<file path="src/hw/aso_pkg.sv">
`default_nettype none
package aso_pkg;

  // ==========================================================
  // clock and timing
  localparam int unsigned CLK_HZ        = 100_000_000;
  localparam int unsigned HZ_PER_MHZ    = 1_000_000;
  // power-on reset phase, in microseconds
  localparam int unsigned POR_TIME_US   = 500;
  localparam int unsigned POR_CYC       = POR_TIME_US * (CLK_HZ / HZ_PER_MHZ);
  // switched-capacitor sampling clock, 6.5 us period
  localparam int unsigned SAMP_HZ       = 153_600;
  localparam int unsigned SAMP_HALF_CYC = CLK_HZ / (2 * SAMP_HZ);
  // serial clock half period, taken from the same oscillator
  localparam int unsigned SCK_HALF_CYC  = SAMP_HALF_CYC;

  // ==========================================================
  // result frame
  localparam int unsigned FRAME_BITS    = 32;
  localparam int unsigned RES_W         = FRAME_BITS - 1;
  localparam logic [5:0]  FRAME_LAST    = 6'h20;
  localparam logic [5:0]  BIT_FIRST     = 6'h01;
  localparam logic        EOC_DONE      = 1'h0;
  localparam int unsigned FIFO_DEPTH    = 8;

  // ==========================================================
  // sequencer states
  typedef enum logic [2:0] {
    ST_POR,
    ST_EXT,
    ST_CONV,
    ST_SLEEP,
    ST_OUT_HI,
    ST_OUT_LO
  } aso_state_t;

endpackage
`default_nettype wire

</file>
<file path="src/hw/aso_fifo.sv">
`timescale 1ns/100ps
`default_nettype none
module aso_fifo
  import aso_pkg::*;
#(
  parameter int unsigned W     = RES_W,
  parameter int unsigned DEPTH = FIFO_DEPTH
) (
  input  wire logic         mclk,
  input  wire logic         rst_n,
  input  wire logic         clk_en,
  input  wire logic         in_valid,
  output logic              in_ready,
  input  wire logic [W-1:0] in_data,
  output logic              out_valid,
  input  wire logic         out_ready,
  output logic [W-1:0]      out_data
);

  localparam int unsigned AW = (DEPTH > 1) ? $clog2(DEPTH) : 1;
  localparam logic [AW:0] CNT_FULL = (AW+1)'(DEPTH);
  localparam logic [AW-1:0] IDX_LAST = AW'(DEPTH - 1);

  logic [W-1:0]  mem_q [DEPTH];
  logic [W-1:0]  mem_d [DEPTH];
  logic [AW-1:0] wr_q, wr_d, rd_q, rd_d;
  logic [AW:0]   cnt_q, cnt_d;
  logic          push, pop;

  function automatic logic [AW-1:0] idx_inc(input logic [AW-1:0] i);
    return (i == IDX_LAST) ? '0 : i + 1'b1;
  endfunction

  assign in_ready  = (cnt_q != CNT_FULL);
  assign out_valid = (cnt_q != '0);
  assign out_data  = mem_q[rd_q];
  assign push      = in_valid && in_ready;
  assign pop       = out_valid && out_ready;

  // ==========================================================
  // next state
  always_comb begin
    mem_d = mem_q;
    wr_d  = wr_q;
    rd_d  = rd_q;
    cnt_d = cnt_q;
    if (push) begin
      mem_d[wr_q] = in_data;
      wr_d        = idx_inc(wr_q);
    end
    if (pop) begin
      rd_d = idx_inc(rd_q);
    end
    if (push && !pop) begin
      cnt_d = cnt_q + 1'b1;
    end else if (pop && !push) begin
      cnt_d = cnt_q - 1'b1;
    end
  end

  always_ff @(posedge mclk) begin
    if (!rst_n) begin
      wr_q  <= '0;
      rd_q  <= '0;
      cnt_q <= '0;
      for (int i = 0; i < DEPTH; i++) begin
        mem_q[i] <= '0;
      end
    end else if (clk_en) begin
      wr_q  <= wr_d;
      rd_q  <= rd_d;
      cnt_q <= cnt_d;
      mem_q <= mem_d;
    end
  end

endmodule
`default_nettype wire

</file>
<file path="src/hw/aso_top.sv">
// What this block does
// - power-on reset ends about 0.5 ms after supply good; clock mode chosen then
// - weak pull-up on clock pin during reset; pin low at end selects external mode
// - while converting, serial clock and data are both driven high
// - conversion done: data goes low, clock driven low outside autostart, device sleeps
// - continuous mode sleeps at least half a clock period, then outputs
// - output runs from first to 32nd rising clock edge, clock driven out
// - data changes on every falling clock edge during output
// - after the 32nd edge data goes high, clock stays high while converting
// - autostart: chip select held high by weak pull-up while converting
// - autostart: sleep discharges chip-select capacitor with small current
// - autostart: output starts when chip select falls below threshold
// - autostart: after 32nd edge chip select pulled high, new conversion
// - autostart: mode re-chosen at threshold crossing, clock pull-up on
// - sampling network clocked at 153,600 Hz, 6.5 us period
// - clock pin pull-up is off whenever that pin reads low through the synchroniser, outside reset
`timescale 1ns/100ps
`default_nettype none
module aso_top
  import aso_pkg::*;
#(
  parameter int unsigned POR_CYCLES = POR_CYC,
  parameter int unsigned SCK_HALF   = SCK_HALF_CYC,
  parameter int unsigned SAMP_HALF  = SAMP_HALF_CYC,
  parameter int unsigned DEPTH      = FIFO_DEPTH
) (
  input  wire logic             mclk,
  input  wire logic             rst_n,
  input  wire logic             clk_en,
  input  wire logic             supply_ok,
  input  wire logic             cfg_autostart,
  input  wire logic             sck_i,
  output logic                  sck_o,
  output logic                  sck_oe_n,
  output logic                  sck_pu_en,
  output logic                  sdo_o,
  output logic                  sdo_oe_n,
  input  wire logic             cs_below_thr,
  output logic                  cs_pu_en,
  output logic                  cs_dis_en,
  output logic                  conv_start,
  input  wire logic             res_valid,
  output logic                  res_ready,
  input  wire logic [RES_W-1:0] res_data,
  output logic                  samp_clk,
  output logic                  mode_ext
);

  // ==========================================================
  // pin synchronisers
  // stage one is read only by stage two
  // clock pin idles high under its pull-up; a low reset value would drop the pull-up
  localparam logic [2:0] SYNC_IDLE = 3'h2;
  logic [2:0] meta_q, sync_q;
  logic       supply_s, sck_s, below_s;

  always_ff @(posedge mclk) begin
    if (!rst_n) begin
      meta_q <= SYNC_IDLE;
      sync_q <= SYNC_IDLE;
    end else if (clk_en) begin
      meta_q <= {supply_ok, sck_i, cs_below_thr};
      sync_q <= meta_q;
    end
  end

  assign supply_s = sync_q[2];
  assign sck_s    = sync_q[1];
  assign below_s  = sync_q[0];

  // ==========================================================
  // result buffer
  logic             fifo_valid;
  logic             fifo_pop;
  logic [RES_W-1:0] fifo_data;

  aso_fifo #(
    .W     (RES_W),
    .DEPTH (DEPTH)
  ) u_fifo (
    .mclk      (mclk),
    .rst_n     (rst_n),
    .clk_en    (clk_en),
    .in_valid  (res_valid),
    .in_ready  (res_ready),
    .in_data   (res_data),
    .out_valid (fifo_valid),
    .out_ready (fifo_pop),
    .out_data  (fifo_data)
  );

  // ==========================================================
  // sampling clock
  logic [31:0] samp_cnt_q, samp_cnt_d;
  logic        samp_clk_q, samp_clk_d;

  always_comb begin
    samp_cnt_d = samp_cnt_q + 32'h1;
    samp_clk_d = samp_clk_q;
    if (samp_cnt_q == 32'(SAMP_HALF - 1)) begin
      samp_cnt_d = '0;
      samp_clk_d = !samp_clk_q;
    end
  end

  always_ff @(posedge mclk) begin
    if (!rst_n) begin
      samp_cnt_q <= '0;
      samp_clk_q <= 1'h0;
    end else if (clk_en) begin
      samp_cnt_q <= samp_cnt_d;
      samp_clk_q <= samp_clk_d;
    end
  end

  assign samp_clk = samp_clk_q;

  // ==========================================================
  // output sequencer
  aso_state_t       st_q, st_d;
  logic [31:0]      por_cnt_q, por_cnt_d;
  logic [31:0]      sck_cnt_q, sck_cnt_d;
  logic [5:0]       bit_q, bit_d;
  logic [FRAME_BITS-1:0] shift_q, shift_d;
  logic             start_q, start_d;
  logic             sck_q, sck_d, sck_oe_n_q, sck_oe_n_d, sck_pu_q, sck_pu_d;
  logic             sdo_q, sdo_d, sdo_oe_n_q, sdo_oe_n_d;
  logic             cs_pu_q, cs_pu_d, cs_dis_q, cs_dis_d;
  logic             half_done;

  assign half_done = (sck_cnt_q == 32'(SCK_HALF - 1));
  assign fifo_pop  = (st_q == ST_CONV);

  always_comb begin
    st_d      = st_q;
    por_cnt_d = por_cnt_q;
    sck_cnt_d = sck_cnt_q;
    bit_d     = bit_q;
    shift_d   = shift_q;
    start_d   = 1'h0;
    unique case (st_q)
      ST_POR: begin
        // supply dip restarts the timer
        por_cnt_d = supply_s ? por_cnt_q + 32'h1 : '0;
        if (supply_s && por_cnt_q == 32'(POR_CYCLES - 1)) begin
          if (sck_s) begin
            st_d    = ST_CONV;
            start_d = 1'h1;
          end else begin
            st_d = ST_EXT;
          end
        end
      end
      ST_EXT: begin
        st_d = ST_EXT;
      end
      ST_CONV: begin
        // a buffered word ends the conversion
        if (fifo_valid) begin
          st_d      = ST_SLEEP;
          shift_d   = {EOC_DONE, fifo_data};
          sck_cnt_d = '0;
        end
      end
      ST_SLEEP: begin
        if (cfg_autostart) begin
          if (below_s) begin
            sck_cnt_d = '0;
            // released clock sits high: a driven low phase makes the status rise
            bit_d     = BIT_FIRST - 6'h01;
            // a pin held low at the crossing hands over to external mode
            st_d      = sck_s ? ST_OUT_LO : ST_EXT;
          end
        end else begin
          sck_cnt_d = sck_cnt_q + 32'h1;
          if (half_done) begin
            st_d      = ST_OUT_HI;
            sck_cnt_d = '0;
            bit_d     = BIT_FIRST;
          end
        end
      end
      ST_OUT_HI: begin
        sck_cnt_d = sck_cnt_q + 32'h1;
        if (half_done) begin
          sck_cnt_d = '0;
          if (bit_q == FRAME_LAST) begin
            st_d    = ST_CONV;
            start_d = 1'h1;
          end else begin
            st_d    = ST_OUT_LO;
            shift_d = {shift_q[FRAME_BITS-2:0], 1'h0};
          end
        end
      end
      ST_OUT_LO: begin
        sck_cnt_d = sck_cnt_q + 32'h1;
        if (half_done) begin
          sck_cnt_d = '0;
          st_d      = ST_OUT_HI;
          bit_d     = bit_q + 6'h01;
        end
      end
    endcase
  end

  // pin drive follows the next state so pins and state move together
  always_comb begin
    sck_d      = 1'h1;
    sck_oe_n_d = 1'h0;
    sdo_d      = 1'h1;
    sdo_oe_n_d = 1'h0;
    cs_pu_d    = 1'h0;
    cs_dis_d   = 1'h0;
    unique case (st_d)
      ST_POR, ST_EXT: begin
        sck_oe_n_d = 1'h1;
        sdo_oe_n_d = 1'h1;
      end
      ST_CONV: begin
        cs_pu_d = cfg_autostart;
      end
      ST_SLEEP: begin
        sck_d = 1'h0;
        sdo_d = shift_d[FRAME_BITS-1];
        // in autostart the clock is released so the pull-up can show a driven-low pin
        sck_oe_n_d = cfg_autostart;
        cs_dis_d   = cfg_autostart;
      end
      ST_OUT_HI: begin
        sdo_d = shift_d[FRAME_BITS-1];
      end
      ST_OUT_LO: begin
        sck_d = 1'h0;
        sdo_d = shift_d[FRAME_BITS-1];
      end
    endcase
    // pull-up only on a released pin that reads high
    sck_pu_d = sck_oe_n_d && sck_s;
  end

  always_ff @(posedge mclk) begin
    if (!rst_n) begin
      st_q       <= ST_POR;
      por_cnt_q  <= '0;
      sck_cnt_q  <= '0;
      bit_q      <= '0;
      shift_q    <= '0;
      start_q    <= 1'h0;
      sck_q      <= 1'h1;
      sck_oe_n_q <= 1'h1;
      sck_pu_q   <= 1'h1;
      sdo_q      <= 1'h1;
      sdo_oe_n_q <= 1'h1;
      cs_pu_q    <= 1'h0;
      cs_dis_q   <= 1'h0;
    end else if (clk_en) begin
      st_q       <= st_d;
      por_cnt_q  <= por_cnt_d;
      sck_cnt_q  <= sck_cnt_d;
      bit_q      <= bit_d;
      shift_q    <= shift_d;
      start_q    <= start_d;
      sck_q      <= sck_d;
      sck_oe_n_q <= sck_oe_n_d;
      sck_pu_q   <= sck_pu_d;
      sdo_q      <= sdo_d;
      sdo_oe_n_q <= sdo_oe_n_d;
      cs_pu_q    <= cs_pu_d;
      cs_dis_q   <= cs_dis_d;
    end
  end

  assign sck_o      = sck_q;
  assign sck_oe_n   = sck_oe_n_q;
  assign sck_pu_en  = sck_pu_q;
  assign sdo_o      = sdo_q;
  assign sdo_oe_n   = sdo_oe_n_q;
  assign cs_pu_en   = cs_pu_q;
  assign cs_dis_en  = cs_dis_q;
  assign conv_start = start_q;
  assign mode_ext   = (st_q == ST_EXT);
endmodule
`default_nettype wire
</file>
<file path="config.mk">
export PLATFORM = sky130hd
export DESIGN_NAME = aso_top
export DESIGN_NICKNAME = d
export VERILOG_FILES = /design/src/hw/aso_pkg.sv /design/src/hw/aso_fifo.sv /design/src/hw/aso_top.sv
export SDC_FILE = /design/constraint.sdc
export NUM_CORES = 1
export LEC_CHECK = 0
export BUFFER_PORTS_ARGS = -buffer_cell sky130_fd_sc_hd__buf_2
export CAP_MARGIN = 20
export CELL_PAD_IN_SITES_DETAIL_PLACEMENT = 1
export CELL_PAD_IN_SITES_GLOBAL_PLACEMENT = 1
export CORE_ASPECT_RATIO = 1.25
export CORE_UTILIZATION = 48
export DETAILED_ROUTE_END_ITERATION = 10
export HOLD_SLACK_MARGIN = 0.03
export PLACE_DENSITY_LB_ADDON = 0.1
export SKIP_LAST_GASP = 1
export SYNTH_ARGS = -nofsm -noshare
export SYNTH_HDL_FRONTEND = slang
export SYNTH_SLANG_ARGS = --single-unit
</file>
<file path="constraint.sdc">
create_clock -name mclk -period 4.33 [get_ports mclk]
set_clock_uncertainty 0.1 [all_clocks]
set_input_delay 0.433 -clock mclk [delete_from_list [all_inputs] [get_ports mclk]]
set_output_delay 0.433 -clock mclk [all_outputs]
set_load 0.1 [all_outputs]
</file>
[Word-level counts from Yosys, hierarchy flattened]
Index checks and enable logic that the tools add are counted.
Operators by class
  add/sub/neg operators: 8
  reduce and logical (&&, ||, !) cells: 29
  magnitude comparators: 3
  bitwise gates (word level): 2
  muxes and demuxes: 47
  equality and inequality tests: 23
Operators with widths (count)
  $mux 32: 9
  $bwmux 248: 1
  $add 32x1->32 const B: 3
  $pmux 32 s3: 1
  $bmux 31 s3: 1
  $demux 31 s3: 1
  $mux 31: 3
  $eq 32x9->1 const B: 2
  $pmux 32 s2: 1
  $eq 32x16->1 const B: 1
  $mux 3: 10
  $mux 6: 4
  $eq 3x3->1 const B: 6
  $pmux 3 s6: 1
  $eq 3x2->1 const B: 4
  $pmux 6 s2: 1
  $reduce_and 2->1: 5
  $reduce_and 5->1: 2
  $mux 1: 9
  $ge 4x4->1 const B: 2
  $mux 4: 2
  $not 3->4: 2
  $logic_and 1x1->1: 7
  $add 3x1->3 const B: 2
  other kinds (20): 32
Word-level totals
  output and inout port bits: 11
  register bits after elaboration: 410
  word-level logic and storage cells: 141
  input bits: 39

[Logic depth before layout (Yosys ltp)]
  depth after elaboration: 8
  mapped depth: 15
  mapped depth without buffers: 12

[By module]
From an unflattened synthesis, not the netlist that was laid out.
Second synthesis, totals
  cells, all modules: 1882
  area total of the unflattened synthesis: 18929.4 um^2
By module, submodules not included
  aso_fifo: seq. area each 5165.0 um^2, instances 1, cells an instance 1020, area each 11461.0 um^2
  aso_top: seq. area each 3042.9 um^2, instances 1, cells an instance 862, area each 7468.4 um^2

[Worst setup path before layout]
No wires, ideal clock.
  kind: register to register
  from: reg u_fifo.cnt_q[0]
  to: reg u_fifo.cnt_q[3]
  stages on the path, launching flop included: 15
  required time: 4.102 ns
  slack: 1.269 ns
  library setup time: 0.128 ns
  path buffers: 2
  arrival time: 2.834 ns
  clock period less this slack: 3.061 ns
  path through: dfxtp_1 or4_1 and3_1 clkbuf_1 inv_1 clkbuf_1 ha_1 inv_1 ha_1 a21o_1 a21oi_1 xnor2_1 nand2_1 xor2_1 nor2_1
On the way
  word-level cells in the longest chain between the ends: 6
  elaborated cells between the ends (all ways): 14
  those cells by class: add/sub: 2; eq/ne: 1; mux: 2; reduce/logical: 9
Ends and longest elaborated chain
  start: declaration: RTL line aso_fifo.sv:27  | logic [AW:0] cnt_q, cnt_d;
  start signal: assignment: RTL line aso_fifo.sv:72  | cnt_q <= cnt_d;
  branches (longest 6 deep; another with $sub 4x1->4)
Several ways; the timed one is not identified. The select of a mux whose other input is x is not followed.
A chain may end at the register's enable or synchronous reset.

[Worst setup path after layout]
  from: reg u_fifo.cnt_q[0]
  to: reg u_fifo.mem_q[67] (netlist bit)
On the way
  word-level cells in the longest chain between the ends: 3
Ends and longest elaborated chain
  $ne 4x4->1: RTL line aso_fifo.sv:34  | assign in_ready = (cnt_q != CNT_FULL);
  $logic_and 1x1->1: RTL line aso_fifo.sv:37  | assign push = in_valid && in_ready;
  $reduce_and 2->1 (no line)
  end signal: assignment: RTL line aso_fifo.sv:73  | mem_q <= mem_d;
  end: declaration: RTL line aso_fifo.sv:24  | logic [W-1:0] mem_q [DEPTH];
No other way between the ends.

==> impl_metrics.toml <==
[critical_path]
critPathRequiredTime_ps = 4700
critPathKind = "reg2reg"
crit_path_end_kind = "register"
crit_path_max_fanout = 31
crit_start = "u_fifo.cnt_q[0]$_SDFFE_PN0P_"
timing.rr.start = "u_fifo.cnt_q[0]$_SDFFE_PN0P_"
startpoint_type = "register"
arrival_ps = 3270

[clock_network]
cts_max_level = 2
clock-root-buffer = "clkbuf_16"
cts_made_buffers = 44
cts_tree = "done"
clockBufferDepth = 3
clkSinkCount = 410
worstSkewPairLatency_ps = 570
cts_resized = 0
path_clk_slew_ps = 70
postCtsSetupRepairBufs = 0

[place]
place_ws_ps = 1355
placed_cell_area_sq_um = 18590
hpwl_microns = 31210
place_inst = 2549
numPortBuffers = 49
globalplace.congestion = 0.7794

[floorplanning]
chipHeight_microns = 219.2
start_util_pct = 48.73
dieWidth_microns = 175.7
die_area_sq_um = 38520
core_sq_um = 37170
row_count = 79
ioPinCount = 50

[detailed_routing]
routedWlPerCell_microns = 20.43
avgViaCountPerCell = 5.813
drc = 0
vias = 15287
drt_first_pass_iters = 5
wl_microns = 53730
ant_nets = 0
drt-initial-drc-count = 908

[timing]
period_share_pct = 67.04
min_period_ps = 2903
max_freq_mhz = 344.5
fin_ws_ps = 1427
tightest_slew_ps = 1100
holdWs_ps = 54.13
tns_ps = 0
hold_viol = 0
rsz0062_at_grt = "false"
maxSlewViolCount = 0
max_slew_margin_pct = 26.64
finalSetupViolations = 0

[logic_synthesis]
ys_ff_latch = 410
synth_cell_types = 66
syn_area_sq_um = 18110
yosysWarnings = 0
syn-num-nets = 2210
synth-async-reset-ratio_pct = 0
synthFlopType = "dfxtp_1"
netlist_instances = 2156
synth_area_per_cell_sq_um = 8.400
synth_edf_count = 0
yosysSeqAreaShare_pct = 45.32

[finish]
final_util_pct = 54.05
num_antenna_cells = 0
fin_cells = 2630
layout-drive-gt1-share_pct = 11.66
area_growth_pct = 10.92
layout.nets = 2164
design_area_sq_um = 20090

[grt]
grt_overflow_total = 0
grt_max_degree = 109
track_usage_pct = 28.26
grt_pass1_vias = 15687
grt_pass1_wl_microns = 85910
grt_antenna_before_repair = 1

[power]
power_density_nw_per_um2 = 411.7
finalPower_mw = 8.271
irDropWorstVdd_uv = 359.9
cellLeakagePower_nw = 6.514

[run_status]
status = "finished clean"

[worst_hold_path]
min_from = "supply_ok"
hold_path_class = "in2reg"

[run]
max-cap-violations = 0
[sequential cells by signal, summed over array words and instances (netlist names)]
name and flops:
u_fifo.mem_q 248, st_q 3, sck_o 1, sdo_oe_n 1
shift_q 32, u_fifo.wr_q 3, samp_clk 1, sck_pu_en 1
sync_q 3, sdo_o 1, cs_dis_en 1, u_fifo.rd_q 3
meta_q 3, conv_start 1, sck_cnt_q 32, u_fifo.cnt_q 4
samp_cnt_q 32, sck_oe_n 1, bit_q 6, cs_pu_en 1
por_cnt_q 32
[cell usage after synthesis (6+ instances only)]
| cell type | number | share of area, % |
|---|---|---|
| buf_2 | 11 | 0.30 |
| buf_4 | 6 | 0.25 |
| nor2_1 | 205 | 4.2 |
| xor2_1 | 61 | 2.9 |
| nand3_1 | 36 | 0.99 |
| o21ai_1 | 10 | 0.28 |
| nand4_1 | 38 | 1.3 |
| ha_1 | 14 | 0.97 |
| clkbuf_1 | 123 | 2.5 |
| mux4_2 | 62 | 7.7 |
| o21ai_0 | 13 | 0.36 |
| nor4_1 | 20 | 0.69 |
| inv_1 | 20 | 0.41 |
| nor3_1 | 42 | 1.2 |
| clkbuf_2 | 30 | 0.83 |
| and2_1 | 7 | 0.24 |
| a211oi_1 | 34 | 1.4 |
| nand2_1 | 558 | 12 |
| or3_1 | 15 | 0.52 |
| and4_1 | 11 | 0.53 |
| dfxtp_1 | 410 | 45 |
| mux2i_1 | 40 | 2.2 |
| xnor2_1 | 27 | 1.3 |
| a21oi_1 | 274 | 7.6 |
| and3_1 | 12 | 0.41 |
[routing by layer]
metal	vias up	wire length, microns	GRT usage [%]
li1	7244	-	-
met2	301	27610	51.12
met3	102	2153	3.794
met5	-	14	0
met1	7638	22450	34.06
met4	2	1498	10.03
[timing repair]
item / in CTS / in global routing
hold endpoints to repair: 1 / 0
hold buffers: 1 / 0
setup endpoints to repair: 0 / 0
[power breakdown]
| group | leakage [nW] | internal (mW) | total (mW) | switching [mW] |
|---|---|---|---|---|
| Clock | 0.735 | 2.32 | 3.90 | 1.58 |
| Sequential | 3.31 | 3.83 | 3.88 | 0.0513 |
| Combinational | 2.47 | 0.150 | 0.492 | 0.341 |
[layout make-up]
cell class,count,area (sq um)
fill,4396,17080
multi-input combinational,1550,9165
sequential,410,8214
clock buffer,65,1301
tap,486,608.1
timing repair buffer,82,520.5
clock inverter,15,188.9
inverter,22,90.09
[logic make-up after synthesis]
logic type               count (synthesis)  share of synthesized area, %
AO/OA/AOI/OAI                          355                         10.83
XOR/XNOR                                88                         4.256
adder cells (fa/ha/maj)                 15                         1.078
buffers and inverters                  196                         4.470
flip-flops                             410                         45.32
multiplexers                           104                         10.04
AND/OR/NAND/NOR                        988                         24.00
[cell usage in the layout, fill, tap and decap left out, types with 19 or more instances in the layout]
| cell | n |
|---|---|
| inv_1 | 20 |
| nor4_1 | 19 |
| mux4_2 | 62 |
| nand3_1 | 35 |
| buf_4 | 30 |
| a211oi_1 | 34 |
| buf_2 | 49 |
| nand2_1 | 558 |
| nor3_1 | 38 |
| xnor2_1 | 27 |
| mux2i_1 | 40 |
| a21oi_1 | 274 |
| xor2_1 | 61 |
| nand4_1 | 38 |
| clkbuf_16 | 45 |
| dfxtp_1 | 407 |
| nor2_1 | 201 |
[path summary, 6_finish.rpt]
check	end	slack, ps	cells after the start
setup / recovery	u_fifo.mem_q[67]$_SDFFE_PN0P_	1430	7
hold / removal	meta_q[2]$_SDFFE_PN0P_	50	3
setup reg to reg	u_fifo.mem_q[67]$_SDFFE_PN0P_	1430	7
hold reg to reg	u_fifo.mem_q[72]$_SDFFE_PN0P_	350	2
[critical path: stages, from the launching register on]
cell and delay (ps):
dfxtp_1 370, nor3_1 250, nand2_1 180, and2_1 230, nand3_1 340, or2_2 940
nand2_1 150, a21oi_1 240
(Power assumes the default switching activity.)
